### src/hdl/xad_pkg.sv
// Purpose: Shared constants and types for the decimal-adjust and add decode block.
// Assumes: 32-bit AHB-Lite register access, one word per register.
// Notes: Flag word layout is carry in bit 0 up to overflow in bit 8.
package xad_pkg;

  // Register byte offsets.
  localparam logic [7:0] A_CTRL = 8'h00;
  localparam logic [7:0] A_STATUS = 8'h04;
  localparam logic [7:0] A_INSN = 8'h08;
  localparam logic [7:0] A_IMM = 8'h0C;
  localparam logic [7:0] A_OPA = 8'h10;
  localparam logic [7:0] A_OPB = 8'h14;
  localparam logic [7:0] A_FLAGS = 8'h18;
  localparam logic [7:0] A_TIMING = 8'h1C;
  localparam logic [7:0] A_RESULT = 8'h20;
  localparam logic [7:0] A_DECODE = 8'h24;
  localparam logic [7:0] A_CYCLES = 8'h28;

  // Control word and timing word field positions.
  localparam int CTL_START = 0;
  localparam int CTL_PROT = 1;
  localparam int CTL_MISS = 2;
  localparam int CTL_OP16 = 3;
  localparam int CTL_AD16 = 4;
  localparam int CTL_TAKEN = 5;
  localparam int CTL_CPL_LSB = 8;
  localparam int CTL_IO_PRIVILEGE_LEVEL_LSB = 12;
  localparam int CTL_REP_LSB = 16;
  localparam int CTL_LVL_LSB = 24;
  localparam int TIM_ALT_LSB = 8;

  // Values after reset.
  localparam logic [31:0] CTRL_RST = 32'h0000_0000;
  localparam logic [31:0] WORD_RST = 32'h0000_0000;
  localparam logic [8:0] FLAGS_RST = 9'h000;

  // Opcode bytes and groups.
  localparam logic [7:0] OPC_ADJ_ADD = 8'h37;
  localparam logic [7:0] OPC_ADJ_SUB = 8'h3F;
  localparam logic [7:0] OPC_ADJ_DIV = 8'hD5;
  localparam logic [7:0] OPC_ADJ_MUL = 8'hD4;
  localparam logic [7:0] OPC_BASE10 = 8'h0A;
  localparam logic [3:0] NIB_ADD = 4'h0;
  localparam logic [3:0] NIB_ADC = 4'h1;
  localparam logic [3:0] NIB_GRP_IMM = 4'h8;
  localparam logic [2:0] REG_ADD = 3'h0;
  localparam logic [2:0] REG_ADC = 3'h2;
  localparam logic [1:0] MOD_REG = 2'h3;

  // Clock counts on a hit, identical in real and protected mode.
  localparam logic [7:0] CLK_ADJ_ADD = 8'h03;
  localparam logic [7:0] CLK_ADJ_SUB = 8'h03;
  localparam logic [7:0] CLK_ADJ_DIV = 8'h07;
  localparam logic [7:0] CLK_ADJ_MUL = 8'h13;
  localparam logic [7:0] CLK_ALU = 8'h01;

  // Variable timing kinds held in the timing register.
  localparam logic [2:0] TK_FIXED = 3'h0;
  localparam logic [2:0] TK_REPEAT = 3'h1;
  localparam logic [2:0] TK_LEVEL = 3'h2;
  localparam logic [2:0] TK_JUMP = 3'h3;
  localparam logic [2:0] TK_PRIV = 3'h4;

  typedef enum logic [2:0] {
    CLS_NONE, CLS_ADJ_ADD, CLS_ADJ_SUB, CLS_ADJ_DIV, CLS_ADJ_MUL, CLS_ADD, CLS_ADC
  } xad_cls_e;

  typedef enum logic [2:0] {EFF_KEEP, EFF_MOD, EFF_CLR, EFF_SET, EFF_UNDEF} xad_eff_e;

  typedef struct packed {
    logic overflow_flag;
    logic direction_flag;
    logic interrupt_flag;
    logic trap_flag;
    logic sign_flag;
    logic zero_flag;
    logic auxiliary_carry_flag;
    logic parity_flag;
    logic carry_flag;
  } xad_flags_s;

  typedef struct packed {
    logic illegal;
    xad_cls_e cls;
    logic is_mem;
    logic dir;
    logic wide;
    logic sext;
    logic [2:0] imm_bytes;
    logic [2:0] disp_bytes;
    logic [7:0] cnt_rl_reg;
    logic [7:0] cnt_rl_mem;
    logic [7:0] cnt_pm_reg;
    logic [7:0] cnt_pm_mem;
  } xad_dec_s;

endpackage : xad_pkg

### src/hdl/xad_decoder.sv
// Purpose: Decode and timed execution of the decimal-adjust and add instructions.
// Assumes: Software loads instruction bytes and operands over AHB-Lite, then starts.
// Notes: Zero-wait-state slave; results and flags commit when the clock count expires.
// Functional notes
// RULE1: Plain opcode values are hex bytes; bracketed groups are d, w and s bits.
// RULE2: Clock counts differ by real or protected mode and by hit or miss.
// RULE3: Nine status flags are kept: overflow through carry.
// RULE4: Each flag is updated, kept, cleared, set or left undefined.
// RULE5: Immediates are 8-bit, 16-bit, or full size chosen by operand size.
// RULE6: Displacements are 8-bit signed or full signed 16 or 32 bits.
// RULE7: Variable counts follow repeat count, frame level, or jump taken.
// RULE8: Privilege-dependent counts compare current against I/O privilege level.
// RULE9: Adjust after add: 3 clocks, updates auxiliary carry and carry.
// RULE10: Adjust before divide: 7 clocks, updates sign, zero and parity.
// RULE11: Adjust after multiply: 19 clocks, updates sign, zero and parity.
// RULE12: Adjust after subtract: 3 clocks, updates auxiliary carry and carry.
// RULE13: Add with carry register forms: nibble 1, all arithmetic flags, 1 clock.
// RULE14: Add with carry immediate: group 8, reg field 010, 1 clock.
// RULE15: Integer add register forms: nibble 0, arithmetic flags, 1 clock.
// RULE16: Register/memory count pairs use first for register, second for memory.
`timescale 1ns/1ps
`default_nettype none
module xad_decoder #(
  parameter logic [7:0] MISS_PENALTY = 8'h04
) (
  // Clock and reset.
  input wire logic clk,
  input wire logic sys_rst,
  // AHB-Lite slave.
  input wire logic hsel,
  input wire logic [31:0] haddr,
  input wire logic [1:0] htrans,
  input wire logic hwrite,
  input wire logic [2:0] hsize,
  input wire logic hready,
  input wire logic [31:0] hwdata,
  output logic [31:0] hrdata,
  output logic hreadyout,
  output logic hresp
);

  // Total clock count for an instruction, including mode, miss and variable terms.
  function automatic logic [15:0] clk_total(input xad_pkg::xad_dec_s d,
                                            input logic [31:0] ctl,
                                            input logic [31:0] tim);
    logic [7:0] base;
    logic [7:0] alt;
    logic [15:0] tot;
    base = ctl[xad_pkg::CTL_PROT] ? (d.is_mem ? d.cnt_pm_mem : d.cnt_pm_reg)
                                  : (d.is_mem ? d.cnt_rl_mem : d.cnt_rl_reg); // RULE2 RULE16
    alt = tim[xad_pkg::TIM_ALT_LSB +: 8];
    tot = {8'h00, base};
    case (tim[2:0])
      xad_pkg::TK_REPEAT: tot = tot + ctl[xad_pkg::CTL_REP_LSB +: 8] * alt; // RULE7
      xad_pkg::TK_LEVEL: tot = tot + ctl[xad_pkg::CTL_LVL_LSB +: 8] * alt; // RULE7
      xad_pkg::TK_JUMP: tot = ctl[xad_pkg::CTL_TAKEN] ? tot : {8'h00, alt}; // RULE7
      xad_pkg::TK_PRIV: begin
        tot = (ctl[xad_pkg::CTL_CPL_LSB +: 2] <= ctl[xad_pkg::CTL_IO_PRIVILEGE_LEVEL_LSB +: 2])
              ? tot : {8'h00, alt}; // RULE8
      end
      default: tot = tot;
    endcase
    if (ctl[xad_pkg::CTL_MISS]) begin
      tot = tot + {8'h00, MISS_PENALTY}; // RULE2
    end
    clk_total = (tot == 16'h0000) ? 16'h0001 : tot;
  endfunction : clk_total

  typedef enum logic [1:0] {ST_IDLE, ST_RUN} xad_state_e;

  // Bus bookkeeping.
  logic wr_pend_r;
  logic wr_pend_nxt;
  logic [7:0] wr_addr_r;
  logic [7:0] wr_addr_nxt;
  logic [31:0] hrdata_r;
  logic [31:0] hrdata_nxt;
  logic acc;
  // Software-visible storage.
  logic [31:0] ctrl_r;
  logic [31:0] ctrl_nxt;
  logic [31:0] insn_r;
  logic [31:0] insn_nxt;
  logic [31:0] imm_r;
  logic [31:0] imm_nxt;
  logic [31:0] opa_r;
  logic [31:0] opa_nxt;
  logic [31:0] opb_r;
  logic [31:0] opb_nxt;
  logic [31:0] tim_r;
  logic [31:0] tim_nxt;
  xad_pkg::xad_flags_s flags_r;
  xad_pkg::xad_flags_s flags_nxt;
  logic [31:0] result_r;
  logic [31:0] result_nxt;
  // Execution state.
  xad_state_e state_r;
  xad_state_e state_nxt;
  logic [15:0] cnt_r;
  logic [15:0] cnt_nxt;
  logic [15:0] cycles_r;
  logic [15:0] cycles_nxt;
  logic done_r;
  logic done_nxt;
  logic illegal_r;
  logic illegal_nxt;
  logic [8:0] undef_r;
  logic [8:0] undef_nxt;
  xad_pkg::xad_dec_s dec_r;
  xad_pkg::xad_dec_s dec_nxt;
  logic [31:0] pend_res_r;
  logic [31:0] pend_res_nxt;
  xad_pkg::xad_flags_s pend_flg_r;
  xad_pkg::xad_flags_s pend_flg_nxt;
  logic [8:0] pend_und_r;
  logic [8:0] pend_und_nxt;
  // Decode and ALU wires.
  xad_pkg::xad_dec_s dec;
  logic [7:0] op0;
  logic [7:0] modrm;
  logic [31:0] src_b;
  logic [31:0] alu_res;
  xad_pkg::xad_flags_s alu_flg;
  logic [8:0] alu_und;
  logic start;

  assign hreadyout = 1'b1;
  assign hresp = 1'b0;
  assign hrdata = hrdata_r;
  assign op0 = insn_r[7:0];
  assign modrm = insn_r[15:8];
  assign acc = hsel && htrans[1] && hready;

  // Instruction decode from the loaded bytes.
  always_comb begin
    dec = '0;
    dec.cls = xad_pkg::CLS_NONE;
    dec.is_mem = (modrm[7:6] != xad_pkg::MOD_REG);
    dec.dir = op0[1]; // RULE1
    dec.wide = op0[0]; // RULE1
    dec.sext = op0[1]; // RULE1
    dec.cnt_rl_reg = xad_pkg::CLK_ALU;
    dec.cnt_rl_mem = xad_pkg::CLK_ALU;
    dec.cnt_pm_reg = xad_pkg::CLK_ALU;
    dec.cnt_pm_mem = xad_pkg::CLK_ALU;
    if (op0 == xad_pkg::OPC_ADJ_ADD || op0 == xad_pkg::OPC_ADJ_SUB) begin
      dec.cls = (op0 == xad_pkg::OPC_ADJ_ADD) ? xad_pkg::CLS_ADJ_ADD : xad_pkg::CLS_ADJ_SUB;
      dec.is_mem = 1'b0;
      dec.cnt_rl_reg = xad_pkg::CLK_ADJ_ADD; // RULE9 RULE12
      dec.cnt_pm_reg = xad_pkg::CLK_ADJ_SUB; // RULE9 RULE12
    end else if ((op0 == xad_pkg::OPC_ADJ_DIV || op0 == xad_pkg::OPC_ADJ_MUL)
                 && modrm == xad_pkg::OPC_BASE10) begin
      dec.cls = (op0 == xad_pkg::OPC_ADJ_DIV) ? xad_pkg::CLS_ADJ_DIV : xad_pkg::CLS_ADJ_MUL;
      dec.is_mem = 1'b0;
      dec.cnt_rl_reg = (op0 == xad_pkg::OPC_ADJ_DIV) ? xad_pkg::CLK_ADJ_DIV
                                                      : xad_pkg::CLK_ADJ_MUL; // RULE10 RULE11
      dec.cnt_pm_reg = dec.cnt_rl_reg; // RULE10 RULE11
    end else if ((op0[7:4] == xad_pkg::NIB_ADD || op0[7:4] == xad_pkg::NIB_ADC)
                 && op0[3:2] == 2'b00) begin
      // Register and memory forms, [00dw] followed by a ModR/M byte.
      dec.cls = (op0[7:4] == xad_pkg::NIB_ADC) ? xad_pkg::CLS_ADC : xad_pkg::CLS_ADD; // RULE13 RULE15
      dec.sext = 1'b0;
    end else if ((op0[7:4] == xad_pkg::NIB_ADD || op0[7:4] == xad_pkg::NIB_ADC)
                 && op0[3:1] == 3'b010) begin
      // Immediate to accumulator, [010w].
      dec.cls = (op0[7:4] == xad_pkg::NIB_ADC) ? xad_pkg::CLS_ADC : xad_pkg::CLS_ADD;
      dec.is_mem = 1'b0;
      dec.dir = 1'b0;
      dec.sext = 1'b0;
    end else if (op0[7:4] == xad_pkg::NIB_GRP_IMM && op0[3:2] == 2'b00
                 && (modrm[5:3] == xad_pkg::REG_ADC || modrm[5:3] == xad_pkg::REG_ADD)) begin
      dec.cls = (modrm[5:3] == xad_pkg::REG_ADC) ? xad_pkg::CLS_ADC : xad_pkg::CLS_ADD; // RULE14
      dec.dir = 1'b0;
    end
    dec.illegal = (dec.cls == xad_pkg::CLS_NONE);
    // Immediate length: byte, sign-extended byte, or operand-size word.
    if ((dec.cls == xad_pkg::CLS_ADD || dec.cls == xad_pkg::CLS_ADC) && op0[3:2] != 2'b00) begin
      dec.imm_bytes = 3'h1;
    end else if (op0[7:4] == xad_pkg::NIB_GRP_IMM && !dec.illegal) begin
      dec.imm_bytes = (!dec.wide || dec.sext) ? 3'h1
                    : (ctrl_nxt[xad_pkg::CTL_OP16] ? 3'h2 : 3'h4); // RULE5
    end
    if (op0[3:1] == 3'b010 && dec.wide) begin
      dec.imm_bytes = ctrl_nxt[xad_pkg::CTL_OP16] ? 3'h2 : 3'h4; // RULE5
    end
    // Displacement length from mod and r/m, by address size.
    if (dec.is_mem && !dec.illegal) begin
      if (modrm[7:6] == 2'h1) begin
        dec.disp_bytes = 3'h1; // RULE6
      end else if (modrm[7:6] == 2'h2) begin
        dec.disp_bytes = ctrl_nxt[xad_pkg::CTL_AD16] ? 3'h2 : 3'h4; // RULE6
      end else if (ctrl_nxt[xad_pkg::CTL_AD16] ? modrm[2:0] == 3'h6 : modrm[2:0] == 3'h5) begin
        dec.disp_bytes = ctrl_nxt[xad_pkg::CTL_AD16] ? 3'h2 : 3'h4; // RULE6
      end
    end
  end

  // Source operand: sign-extended immediate byte, full immediate, or register value.
  always_comb begin
    if (dec.imm_bytes == 3'h1 && dec.sext) begin
      src_b = {{24{imm_r[7]}}, imm_r[7:0]}; // RULE5
    end else if (dec.imm_bytes != 3'h0) begin
      src_b = imm_r;
    end else begin
      src_b = opb_r;
    end
  end

  xad_alu u_alu (
    .cls(dec.cls),
    .wide(dec.wide),
    .op16(ctrl_nxt[xad_pkg::CTL_OP16]),
    .opa(opa_r),
    .opb(src_b),
    .flags_in(flags_r),
    .result(alu_res),
    .flags_out(alu_flg),
    .undef_mask(alu_und)
  );

  // Register file next state; the committing instruction wins over a software write.
  always_comb begin
    wr_pend_nxt = acc && hwrite;
    wr_addr_nxt = haddr[7:0];
    ctrl_nxt = ctrl_r;
    insn_nxt = insn_r;
    imm_nxt = imm_r;
    opa_nxt = opa_r;
    opb_nxt = opb_r;
    tim_nxt = tim_r;
    flags_nxt = flags_r;
    result_nxt = result_r;
    start = 1'b0;
    if (wr_pend_r) begin
      case (wr_addr_r)
        xad_pkg::A_CTRL: begin
          ctrl_nxt = hwdata & ~32'h0000_0001;
          start = hwdata[xad_pkg::CTL_START];
        end
        xad_pkg::A_INSN: insn_nxt = hwdata;
        xad_pkg::A_IMM: imm_nxt = hwdata;
        xad_pkg::A_OPA: opa_nxt = hwdata;
        xad_pkg::A_OPB: opb_nxt = hwdata;
        xad_pkg::A_FLAGS: flags_nxt = hwdata[8:0]; // RULE3
        xad_pkg::A_TIMING: tim_nxt = hwdata;
        default: ctrl_nxt = ctrl_nxt;
      endcase
    end
    if (state_r == ST_RUN && cnt_r == 16'h0001) begin
      flags_nxt = pend_flg_r; // RULE3
      result_nxt = pend_res_r;
    end
    hrdata_nxt = hrdata_r;
    if (acc && !hwrite) begin
      case (haddr[7:0])
        xad_pkg::A_CTRL: hrdata_nxt = ctrl_r;
        xad_pkg::A_STATUS: begin
          hrdata_nxt = {7'h00, undef_r, 13'h0000, illegal_r, done_r, state_r == ST_RUN};
        end
        xad_pkg::A_INSN: hrdata_nxt = insn_r;
        xad_pkg::A_IMM: hrdata_nxt = imm_r;
        xad_pkg::A_OPA: hrdata_nxt = opa_r;
        xad_pkg::A_OPB: hrdata_nxt = opb_r;
        xad_pkg::A_FLAGS: hrdata_nxt = {23'h000000, flags_r};
        xad_pkg::A_TIMING: hrdata_nxt = tim_r;
        xad_pkg::A_RESULT: hrdata_nxt = result_r;
        xad_pkg::A_DECODE: hrdata_nxt = {dec_r.illegal, dec_r.cls, dec_r.is_mem, dec_r.dir,
                                         dec_r.wide, dec_r.sext, 2'h0, dec_r.imm_bytes,
                                         dec_r.disp_bytes, dec_r.cnt_rl_reg,
                                         dec_r.cnt_rl_mem};
        xad_pkg::A_CYCLES: hrdata_nxt = {16'h0000, cycles_r};
        default: hrdata_nxt = 32'h0000_0000;
      endcase
    end
  end

  // Execution sequencer: a start while running is ignored.
  always_comb begin
    state_nxt = state_r;
    cnt_nxt = cnt_r;
    cycles_nxt = cycles_r;
    done_nxt = done_r;
    illegal_nxt = illegal_r;
    undef_nxt = undef_r;
    dec_nxt = dec_r;
    pend_res_nxt = pend_res_r;
    pend_flg_nxt = pend_flg_r;
    pend_und_nxt = pend_und_r;
    case (state_r)
      ST_IDLE: begin
        if (start) begin
          dec_nxt = dec;
          done_nxt = dec.illegal;
          illegal_nxt = dec.illegal;
          if (!dec.illegal) begin
            cnt_nxt = clk_total(dec, ctrl_nxt, tim_r);
            cycles_nxt = cnt_nxt;
            pend_res_nxt = alu_res;
            pend_flg_nxt = alu_flg;
            pend_und_nxt = alu_und;
            state_nxt = ST_RUN;
          end
        end
      end
      ST_RUN: begin
        cnt_nxt = cnt_r - 16'h0001;
        if (cnt_r == 16'h0001) begin
          done_nxt = 1'b1;
          undef_nxt = pend_und_r;
          state_nxt = ST_IDLE;
        end
      end
      default: state_nxt = ST_IDLE;
    endcase
  end

  // State registers.
  always_ff @(posedge clk) begin
    if (sys_rst) begin
      wr_pend_r <= 1'b0;
      wr_addr_r <= 8'h00;
      hrdata_r <= xad_pkg::WORD_RST;
      ctrl_r <= xad_pkg::CTRL_RST;
      insn_r <= xad_pkg::WORD_RST;
      imm_r <= xad_pkg::WORD_RST;
      opa_r <= xad_pkg::WORD_RST;
      opb_r <= xad_pkg::WORD_RST;
      tim_r <= xad_pkg::WORD_RST;
      flags_r <= xad_pkg::FLAGS_RST;
      result_r <= xad_pkg::WORD_RST;
      state_r <= ST_IDLE;
      cnt_r <= 16'h0000;
      cycles_r <= 16'h0000;
      done_r <= 1'b0;
      illegal_r <= 1'b0;
      undef_r <= 9'h000;
      dec_r <= '0;
      pend_res_r <= xad_pkg::WORD_RST;
      pend_flg_r <= xad_pkg::FLAGS_RST;
      pend_und_r <= 9'h000;
    end else begin
      wr_pend_r <= wr_pend_nxt;
      wr_addr_r <= wr_addr_nxt;
      hrdata_r <= hrdata_nxt;
      ctrl_r <= ctrl_nxt;
      insn_r <= insn_nxt;
      imm_r <= imm_nxt;
      opa_r <= opa_nxt;
      opb_r <= opb_nxt;
      tim_r <= tim_nxt;
      flags_r <= flags_nxt;
      result_r <= result_nxt;
      state_r <= state_nxt;
      cnt_r <= cnt_nxt;
      cycles_r <= cycles_nxt;
      done_r <= done_nxt;
      illegal_r <= illegal_nxt;
      undef_r <= undef_nxt;
      dec_r <= dec_nxt;
      pend_res_r <= pend_res_nxt;
      pend_flg_r <= pend_flg_nxt;
      pend_und_r <= pend_und_nxt;
    end
  end

endmodule : xad_decoder
`default_nettype wire

### src/hdl/xad_alu.sv
// Purpose: Result and flag computation for the adjust and add instructions.
// Assumes: Operands already selected by the decoder; purely combinational.
// Notes: Undefined flags keep their old value and are reported in a mask.
`timescale 1ns/1ps
`default_nettype none
module xad_alu (
  // Operation.
  input wire xad_pkg::xad_cls_e cls,
  input wire logic wide,
  input wire logic op16,
  // Operands and flags in.
  input wire logic [31:0] opa,
  input wire logic [31:0] opb,
  input wire xad_pkg::xad_flags_s flags_in,
  // Results.
  output logic [31:0] result,
  output xad_pkg::xad_flags_s flags_out,
  output logic [8:0] undef_mask
);

  // Applies one flag effect; undefined keeps the old value so software sees no glitch.
  function automatic logic eff_apply(input xad_pkg::xad_eff_e e, input logic old, input logic v);
    case (e)
      xad_pkg::EFF_MOD: eff_apply = v;
      xad_pkg::EFF_CLR: eff_apply = 1'b0;
      xad_pkg::EFF_SET: eff_apply = 1'b1;
      default: eff_apply = old;
    endcase
  endfunction : eff_apply

  logic [32:0] sum;
  logic [31:0] mask;
  logic [7:0] al;
  logic [7:0] ah;
  logic [15:0] prod;
  xad_pkg::xad_flags_s calc;
  xad_pkg::xad_eff_e eff [9];

  // Arithmetic, per-flag effects and final flag word.
  always_comb begin
    mask = wide ? (op16 ? 32'h0000_FFFF : 32'hFFFF_FFFF) : 32'h0000_00FF;
    sum = {1'b0, opa & mask} + {1'b0, opb & mask}
      + {32'h0000_0000, (cls == xad_pkg::CLS_ADC) & flags_in.carry_flag};
    al = opa[7:0];
    ah = opa[15:8];
    prod = 16'h0000;
    calc = flags_in;
    result = opa;
    for (int i = 0; i < 9; i++) begin
      eff[i] = xad_pkg::EFF_KEEP;
    end
    case (cls)
      xad_pkg::CLS_ADJ_ADD, xad_pkg::CLS_ADJ_SUB: begin
        if ((al[3:0] > 4'h9) || flags_in.auxiliary_carry_flag) begin
          al = (cls == xad_pkg::CLS_ADJ_ADD) ? al + 8'h06 : al - 8'h06;
          ah = (cls == xad_pkg::CLS_ADJ_ADD) ? ah + 8'h01 : ah - 8'h01;
          calc.auxiliary_carry_flag = 1'b1;
          calc.carry_flag = 1'b1;
        end else begin
          calc.auxiliary_carry_flag = 1'b0;
          calc.carry_flag = 1'b0;
        end
        result = {opa[31:16], ah, 4'h0, al[3:0]};
        eff = '{xad_pkg::EFF_UNDEF, xad_pkg::EFF_KEEP, xad_pkg::EFF_KEEP, xad_pkg::EFF_KEEP,
                xad_pkg::EFF_UNDEF, xad_pkg::EFF_UNDEF, xad_pkg::EFF_MOD, xad_pkg::EFF_UNDEF,
                xad_pkg::EFF_MOD}; // RULE9 RULE12
      end
      xad_pkg::CLS_ADJ_DIV, xad_pkg::CLS_ADJ_MUL: begin
        if (cls == xad_pkg::CLS_ADJ_DIV) begin
          prod = {8'h00, al} + ({8'h00, ah} * {8'h00, xad_pkg::OPC_BASE10});
          al = prod[7:0];
          ah = 8'h00;
        end else begin
          ah = al / xad_pkg::OPC_BASE10;
          al = al % xad_pkg::OPC_BASE10;
        end
        result = {opa[31:16], ah, al};
        calc.sign_flag = al[7];
        calc.zero_flag = (al == 8'h00);
        calc.parity_flag = ~^al;
        eff = '{xad_pkg::EFF_UNDEF, xad_pkg::EFF_KEEP, xad_pkg::EFF_KEEP, xad_pkg::EFF_KEEP,
                xad_pkg::EFF_MOD, xad_pkg::EFF_MOD, xad_pkg::EFF_UNDEF, xad_pkg::EFF_MOD,
                xad_pkg::EFF_UNDEF}; // RULE10 RULE11
      end
      xad_pkg::CLS_ADD, xad_pkg::CLS_ADC: begin
        result = (opa & ~mask) | (sum[31:0] & mask);
        calc.carry_flag = wide ? (op16 ? sum[16] : sum[32]) : sum[8];
        calc.sign_flag = wide ? (op16 ? sum[15] : sum[31]) : sum[7];
        calc.overflow_flag = wide ? (op16 ? (opa[15] == opb[15]) && (sum[15] != opa[15])
                                          : (opa[31] == opb[31]) && (sum[31] != opa[31]))
                                  : (opa[7] == opb[7]) && (sum[7] != opa[7]);
        calc.zero_flag = ((sum[31:0] & mask) == 32'h0000_0000);
        calc.auxiliary_carry_flag = opa[4] ^ opb[4] ^ sum[4];
        calc.parity_flag = ~^sum[7:0];
        eff = '{xad_pkg::EFF_MOD, xad_pkg::EFF_KEEP, xad_pkg::EFF_KEEP, xad_pkg::EFF_KEEP,
                xad_pkg::EFF_MOD, xad_pkg::EFF_MOD, xad_pkg::EFF_MOD, xad_pkg::EFF_MOD,
                xad_pkg::EFF_MOD}; // RULE13 RULE15
      end
      default: begin
        result = opa;
      end
    endcase
    // Effects are indexed from overflow (0) down to carry (8), matching the struct order.
    for (int i = 0; i < 9; i++) begin
      flags_out[8 - i] = eff_apply(eff[i], flags_in[8 - i], calc[8 - i]); // RULE4
      undef_mask[8 - i] = (eff[i] == xad_pkg::EFF_UNDEF);
    end
  end

endmodule : xad_alu
`default_nettype wire

### config.mk
export PLATFORM = sky130hd
export DESIGN_NAME = xad_decoder
export DESIGN_NICKNAME = d
export VERILOG_FILES = /design/src/hdl/xad_pkg.sv /design/src/hdl/xad_decoder.sv /design/src/hdl/xad_alu.sv
export SDC_FILE = /design/constraint.sdc
export NUM_CORES = 1
export LEC_CHECK = 0
export BUFFER_PORTS_ARGS = -buffer_cell sky130_fd_sc_hd__buf_4
export CORE_AREA = 5 5 220 222
export DETAILED_ROUTE_END_ITERATION = 16
export DIE_AREA = 0 0 225 227
export PLACE_DENSITY = 0.72
export RECOVER_POWER = 25
export SLEW_MARGIN = 20
export SYNTH_ARGS = -nofsm -noshare
export SYNTH_HDL_FRONTEND = slang
export SYNTH_SLANG_ARGS = --single-unit
### constraint.sdc
create_clock -name clk -period 8.96 [get_ports clk]
set_input_delay 0.448 -clock clk [delete_from_list [all_inputs] [get_ports clk]]
set_output_delay 0.448 -clock clk [all_outputs]
set_load 0.005 [all_outputs]
# ---- Word level (Yosys, flattened, before mapping)
# Index checks and enable logic that the tools add are counted.
dict set report word_totals {
  mem_bits_rw 0
  in_bits 74
  regBits 390
  mem_bits_ro 0
  elab_cells 317
  latchBits 0
  mem_count 0
}
dict set report classes {
  magnitude_cmp 2
  n_shift 0
  n_addsub 11
  reduce_logical 61
  multipliers 3
  n_mux 97
  bitwise 10
  div 2
  eq_ne 85
}
# operator count
set op_table {}
lappend op_table {{32-bit case mux with 11 select lines} 1}
lappend op_table {{32-bit 2-to-1 mux} 6}
lappend op_table {{16-bit 2-to-1 mux} 10}
lappend op_table {{32-bit AND} 4}
lappend op_table {{32-bit case mux with 3 select lines} 1}
lappend op_table {{27-bit case mux with 3 select lines} 1}
lappend op_table {{3-bit by 2-bit == test with 1-bit output (second input constant)} 24}
lappend op_table {{8-bit by 5-bit == test with 1-bit output (second input constant)} 8}
lappend op_table {{8-bit 2-to-1 mux} 8}
lappend op_table {{16-bit case mux with 4 select lines} 1}
lappend op_table {{3-bit == test (second input constant)} 15}
lappend op_table {{3-bit 2-to-1 mux} 14}
lappend op_table {{8-bit by 4-bit == test with 1-bit output (second input constant)} 5}
lappend op_table {{8-bit by 6-bit == test with 1-bit output (second input constant)} 5}
lappend op_table {{32-bit by 32-bit adder with 33-bit output} 1}
lappend op_table {{33-bit by 1-bit adder with 33-bit output} 1}
lappend op_table {{8-bit by 16-bit adder with 16-bit output} 2}
lappend op_table {{32-bit logical NOT} 1}
lappend op_table {{8-bit by 8-bit multiplier with 16-bit output} 2}
lappend op_table {{32-bit NOT} 1}
lappend op_table {{32-bit bitwise OR} 1}
lappend op_table {{16-bit case mux with 2 select lines} 1}
lappend op_table {{3-bit by 1-bit == test with 1-bit output (second input constant)} 9}
lappend op_table {{9-bit 2-to-1 mux} 3}
lappend op_table {{other kinds (47)} 146}

# ---- Depth between registers and ports, before layout
dict set report depth {
  depth_word 26
  ltp_mapped 28
  ltp_nobuf 24
}

# ---- Hierarchy
# A second synthesis with hierarchy kept.
dict set report unflattened {
  cells_unflattened 3514
  area_unflattened_um2 26536.7
}
# module area_each_um2 n_inst cells_per_inst
set modules_own_cells {}
lappend modules_own_cells {xad_decoder 21699.6 1 2796}
lappend modules_own_cells {xad_alu 4837.1 1 718}

# ---- Worst setup path before layout
# No wires, ideal clock.
dict set report synth_path {
  kind {register to register}
  start {register wr_addr_r[5]}
  end {register cnt_r[0]}
  arrival_ps 6837
  period_less_slack_ps 6908
  setup_slack_ps 2052
  required_ps 8890
  stages_incl_launch_ff 25
  setup_ps 70
  cell_sequence {dfxtp_1 or4b_4 buf_6 nor3_2 clkbuf_1 nand2_1 nand2_1 nand2_1 fa_1 inv_1 fa_1 inv_1 fa_1 fa_1 inv_1 ha_1 or2_2 or4b_2 a31oi_1 xnor2_1 a22oi_1 or4_1 a21oi_1 nand4_1 a21oi_1}
}
dict set report synth_between {
  elab_chain_cells 19
  word_cells_on_any_way 28
}
# item line_no
set synth_rtl {}
lappend synth_rtl {{start, declared} xad_decoder.sv:74} ;# logic [7:0] wr_addr_r;
lappend synth_rtl {{start signal, assigned} xad_decoder.sv:343} ;# wr_addr_r <= wr_addr_nxt;
lappend synth_rtl {{8-bit logical NOT (*)} xad_decoder.sv:235} ;# case (wr_addr_r)
lappend synth_rtl {{32-bit 2-to-1 mux} xad_decoder.sv:235}
lappend synth_rtl {{32-bit 2-to-1 mux} xad_decoder.sv:234} ;# if (wr_pend_r) begin
lappend synth_rtl {{8-bit by 8-bit multiplier with 16-bit output (tied with other cells)} xad_decoder.sv:55} ;# xad_pkg::TK_LEVEL: tot = tot + ctl[xad_pkg::CTL_LVL_LSB +: 8] * alt;
lappend synth_rtl {{8-bit by 16-bit adder with 16-bit output (tied with other cells)} xad_decoder.sv:55}
lappend synth_rtl {{16-bit case mux with 4 select lines} xad_decoder.sv:53} ;# case (tim[2:0])
lappend synth_rtl {{16-bit 2-to-1 mux} xad_decoder.sv:295} ;# if (!dec.illegal) begin
lappend synth_rtl {{16-bit 2-to-1 mux} xad_decoder.sv:291} ;# if (start) begin
lappend synth_rtl {{[3 not listed]} n/a}
lappend synth_rtl {{16-bit 2-to-1 mux} xad_decoder.sv:295}
lappend synth_rtl {{16-bit 2-to-1 mux} xad_decoder.sv:291}
lappend synth_rtl {{16-bit 2-to-1 mux} xad_decoder.sv:289} ;# case (state_r)
lappend synth_rtl {{16-bit logical NOT} xad_decoder.sv:66} ;# clk_total = (tot == 16'h0000) ? 16'h0001 : tot;
lappend synth_rtl {{16-bit 2-to-1 mux} xad_decoder.sv:66}
lappend synth_rtl {{16-bit 2-to-1 mux} xad_decoder.sv:295}
lappend synth_rtl {{16-bit 2-to-1 mux} xad_decoder.sv:291}
lappend synth_rtl {{16-bit case mux with 2 select lines} xad_decoder.sv:289}
lappend synth_rtl {{end signal, assigned} xad_decoder.sv:354} ;# cnt_r <= cnt_nxt;
lappend synth_rtl {{end, declared} xad_decoder.sv:99} ;# logic [15:0] cnt_r;
# Mark *: on every way between the ends. The rest lies on a longest branch, timed or not. The select of a mux whose other input is x is not followed.
# A chain may end at the register's enable or synchronous reset.

# ---- Worst setup path after layout
dict set report layout_path {
  start {register wr_addr_r[1]}
  end {register cnt_r[0]}
}
# Same word-level chain as after synthesis.

==> flow_summary.yaml <==
clock_network:
  cts_setup_buffers: 0
  clk_pin_slew_ps: 60
  clkLatencyLatePin_ps: 580
  cts.sinks: 372
  cts_buffer_depth: 3
  hold_buffers: 0
  ctsResizeCount: 0
  cts_tree: "done"
  h-tree-depth: 2
  root_buffer: "clkbuf_16"
  numCtsBuffers: 41
sta:
  period_needed_ps: 7820
  fin_ws_ps: 1140
  worstMarginPinSlew_ps: 5180
  max_freq_ghz: 0.128
  slew_headroom_pct: -245
  rsz0062_at_grt: "no"
  hold_viol: 0
  finalSetupViolations: 0
  fin_setup_tns_ps: 0
  fin_crit_sh_pct: 87.2
  clock_skew_ps: 33.8
  slew_violations: 282
pwr:
  power_leakage_uw: 0.0108
  combPwrFrac_pct: 2.9
  pwr-share-seq_pct: 47.2
  switchingPower_uw: 807
  ir_worst_vdd_uv: 125
  clkPwrFrac_pct: 49.9
  p_int_uw: 2710
  p_sw_share_pct: 22.9
  p_per_area_nw_per_um2: 128
setup_path:
  required_ps: 9410
  rr_worst_depth: 22
  crit_path_max_fanout: 19
  critPathTopFamily: "simple AND/OR/NAND/NOR gates"
  crit_path_end_kind: "register"
  cp-start-kind: "register"
  r2r_end: "cnt_r[0]$_SDFFE_PP0P_"
  worst-path-stages: 22
  crit_start: "wr_addr_r[1]$_SDFF_PP0_"
  crit_slowest_cell: "nor3_4"
  critPathKind: "register to register"
  crit_top_cell: "fa_1"
  r2r-start: "wr_addr_r[1]$_SDFF_PP0_"
  cp_data_arrival_time_ps: 8270
  reg2reg_slack_ps: 1140
  worstPathCellList: "or4_1, nor3_4, nand2_1, nand2_1, nand2_1, fa_1, inv_1, fa_1, inv_1, fa_1, inv_1, fa_1, ha_1, or4b_1, a21oi_1, a211oi_1, a211oi_1, o211ai_1, or3_4, a221oi_2, nand4_1, a21oi_1"
  path_buf_inv: 3
  slowest_delay_ps: 740
  endpoint: "cnt_r[0]$_SDFFE_PP0P_"
logic_synthesis:
  yosys_warnings: 0
  synth_nets: 3596
  ys_types: 98
  yosysSeqAreaShare_pct: 29.6
  ys_seq_elements: 372
  netlist_top_cells_count: "nand2_1, dfxtp_1, a21oi_1, nor2_1, inv_1"
  synth_ff_type: "dfxtp_1"
  yosys-top-cells-area: "dfxtp_1, nand2_1, ha_1, a21oi_1, fa_1"
  yosysMostFrequentCell: "nand2_1"
  synth_area_um2: 25100
  yosys.area.top_type: "dfxtp_1"
  avgSynthCellArea_um2: 7.62
  synth.top_cell.area_share_pct: 29.6
  synth_edf_count: 0
  async_flop_share_pct: 0
  postSynthCellCount: 3297
die:
  die_area_um2: 51100
  die_y_um: 227
  start_util_pct: 54.4
  die_w_um: 225
  boundaryPins: 108
  rows: 79
  core_area_um2: 46200
hold_path:
  holdCritPathClass: "primary input to register"
layout:
  fin_area_um2: 27400
  final_nets: 3554
  final_layout_size_suffix_gt1_share_pct: 7.73
  utilization_pct: 59.5
  synthToLayoutAreaGrowth_pct: 9.19
  antenna_cells: 0
  final_cell_count_no_fill: 3892
grt:
  grt_overflow_total: 0
  grt_pass1_wl_um: 138000
  antenna_found_initial: 2
  grt_pass1_vias: 24000
  grt_start_max_net_pins: 104
  grtUsageTotal_pct: 34.0
route:
  drt-pass1-iter-count: 9
  routed_wl_um: 89700
  drtIter0Drc: 3417
  wl_per_cell_um: 23.0
  drc_errors: 0
  ant_nets: 0
  routed_via_density: 6.52
  num_vias: 25400
placement:
  gp_congestion: 0.938
  port_buffers: 77
  hpwl_um: 62900
  dp_slack_ps: 1230
  dpl_cell_area_um2: 26100
  dp_cells: 3819
outcome:
  violations: "capacitance limit, slew limit"
  outcome: "complete, but fails checks"
flow_run:
  max-cap-violations: 3
per-layer routing:
| layer | up-vias | global-route usage [%] | share of wire [%] |
|---|---|---|---|
| li1 | 11400 | - | - |
| met1 | 12100 | 44.6 | 38 |
| met2 | 1604 | 53.3 | 45 |
| met3 | 305 | 8.92 | 12 |
| met4 | 4 | 14.8 | 4.8 |
| met5 | - | 0 | 0.032 |
placed cells by master (no fill, tap or decap), types with 14 or more instances in the layout:
cell       instances
a221oi_1          32
nand4_1           19
and2_1            73
mux2i_1           32
o21a_1            15
buf_4             87
xnor2_1           58
clkbuf_1          15
and3_1            23
a211oi_1          45
a222oi_1          24
o21ai_0           73
nor2_1           217
nor3_1            50
a21oi_1          340
nand3_1           66
o22ai_1           17
clkbuf_16         43
ha_1             141
nor2b_1           29
dfxtp_1          372
clkbuf_4          26
a31oi_1           38
a22o_1            24
fa_1              84
o211ai_1          18
nand2_1          738
xor2_1            25
a22oi_1           94
nand2b_1          21
a21o_1            14
inv_1            179
power groups by stage:
| stage | Sequential, µW | Clock (µW) | Combinational [µW] |
|---|---|---|---|
| 6_report | 1660 | 1760 | 101 |
| 5_1_grt | 1660 | 1830 | 104 |
| 4_1_cts | 1660 | 1760 | 96.8 |
| 3_5_place_dp | 1700 | 0 | 96.1 |
| 3_3_place_gp | 1700 | 0 | 95.2 |
| 2_1_floorplan | 1700 | 0 | 46.5 |
state kept, by name, indices dropped and copies added (netlist names), 3 cells and up:
name        cells
opb_r          32
pend_res_r     32
wr_addr_r       8
cycles_r       16
pend_und_r      3
opa_r          32
ctrl_r         31
hrdata         32
undef_r         3
insn_r         32
cnt_r          16
tim_r          32
result_r       32
flags_r         9
dec_r          18
pend_flg_r      9
imm_r          32
worst min path at each step:
| stage | cells after the start | to | slack (ps) | start |
|---|---|---|---|---|
| 6_report | 2 | wr_addr_r[6]$_SDFF_PP0_ | 140 | haddr[6] |
| 4_1_cts | 2 | wr_addr_r[1]$_SDFF_PP0_ | 110 | haddr[1] |
| 2_1_floorplan | 2 | result_r[15]$_SDFFE_PP0P_ | 430 | pend_res_r[15]$_SDFFE_PP0P_ |
| 3_3_place_gp | 2 | result_r[21]$_SDFFE_PP0P_ | 440 | pend_res_r[21]$_SDFFE_PP0P_ |
| 3_5_place_dp | 2 | tim_r[24]$_SDFFE_PP0P_ | 440 | tim_r[24]$_SDFFE_PP0P_ |
| 5_1_grt | 2 | wr_addr_r[1]$_SDFF_PP0_ | 140 | haddr[1] |
stage by stage:
stage | hold slack [ps] | power, µW
2_1_floorplan | 429 | 1740
3_3_place_gp | 437 | 1790
3_5_place_dp | 444 | 1800
4_1_cts | 110 | 3520
5_1_grt | 141 | 3600
6_report | 139 | 3520
area by class of cell:
class,count,area [µm²]
well taps,607,759
fillers,4203,18700
inverters,180,676
multi-input cells,2538,16300
flip-flops and latches,372,7450
repair buffers,122,882
clock inverters,16,169
clock buffers,57,1210
cell families (layout without fill, tap and decap cells):
family / Yosys count / after routing / share of synthesized area, %
buffers and inverters: 387 / 375 / 5.91
adder cells (fa/ha/maj): 225 / 225 / 13.7
XOR/XNOR: 83 / 83 / 2.89
other: 2 / 2 / 0.0299
AND/OR/NAND/NOR: 1348 / 1348 / 24.2
flip-flops: 372 / 372 / 29.6
AO/OA/AOI/OAI: 844 / 844 / 22.1
multiplexers: 36 / 36 / 1.47
Power figures use the tool's default switching activity.
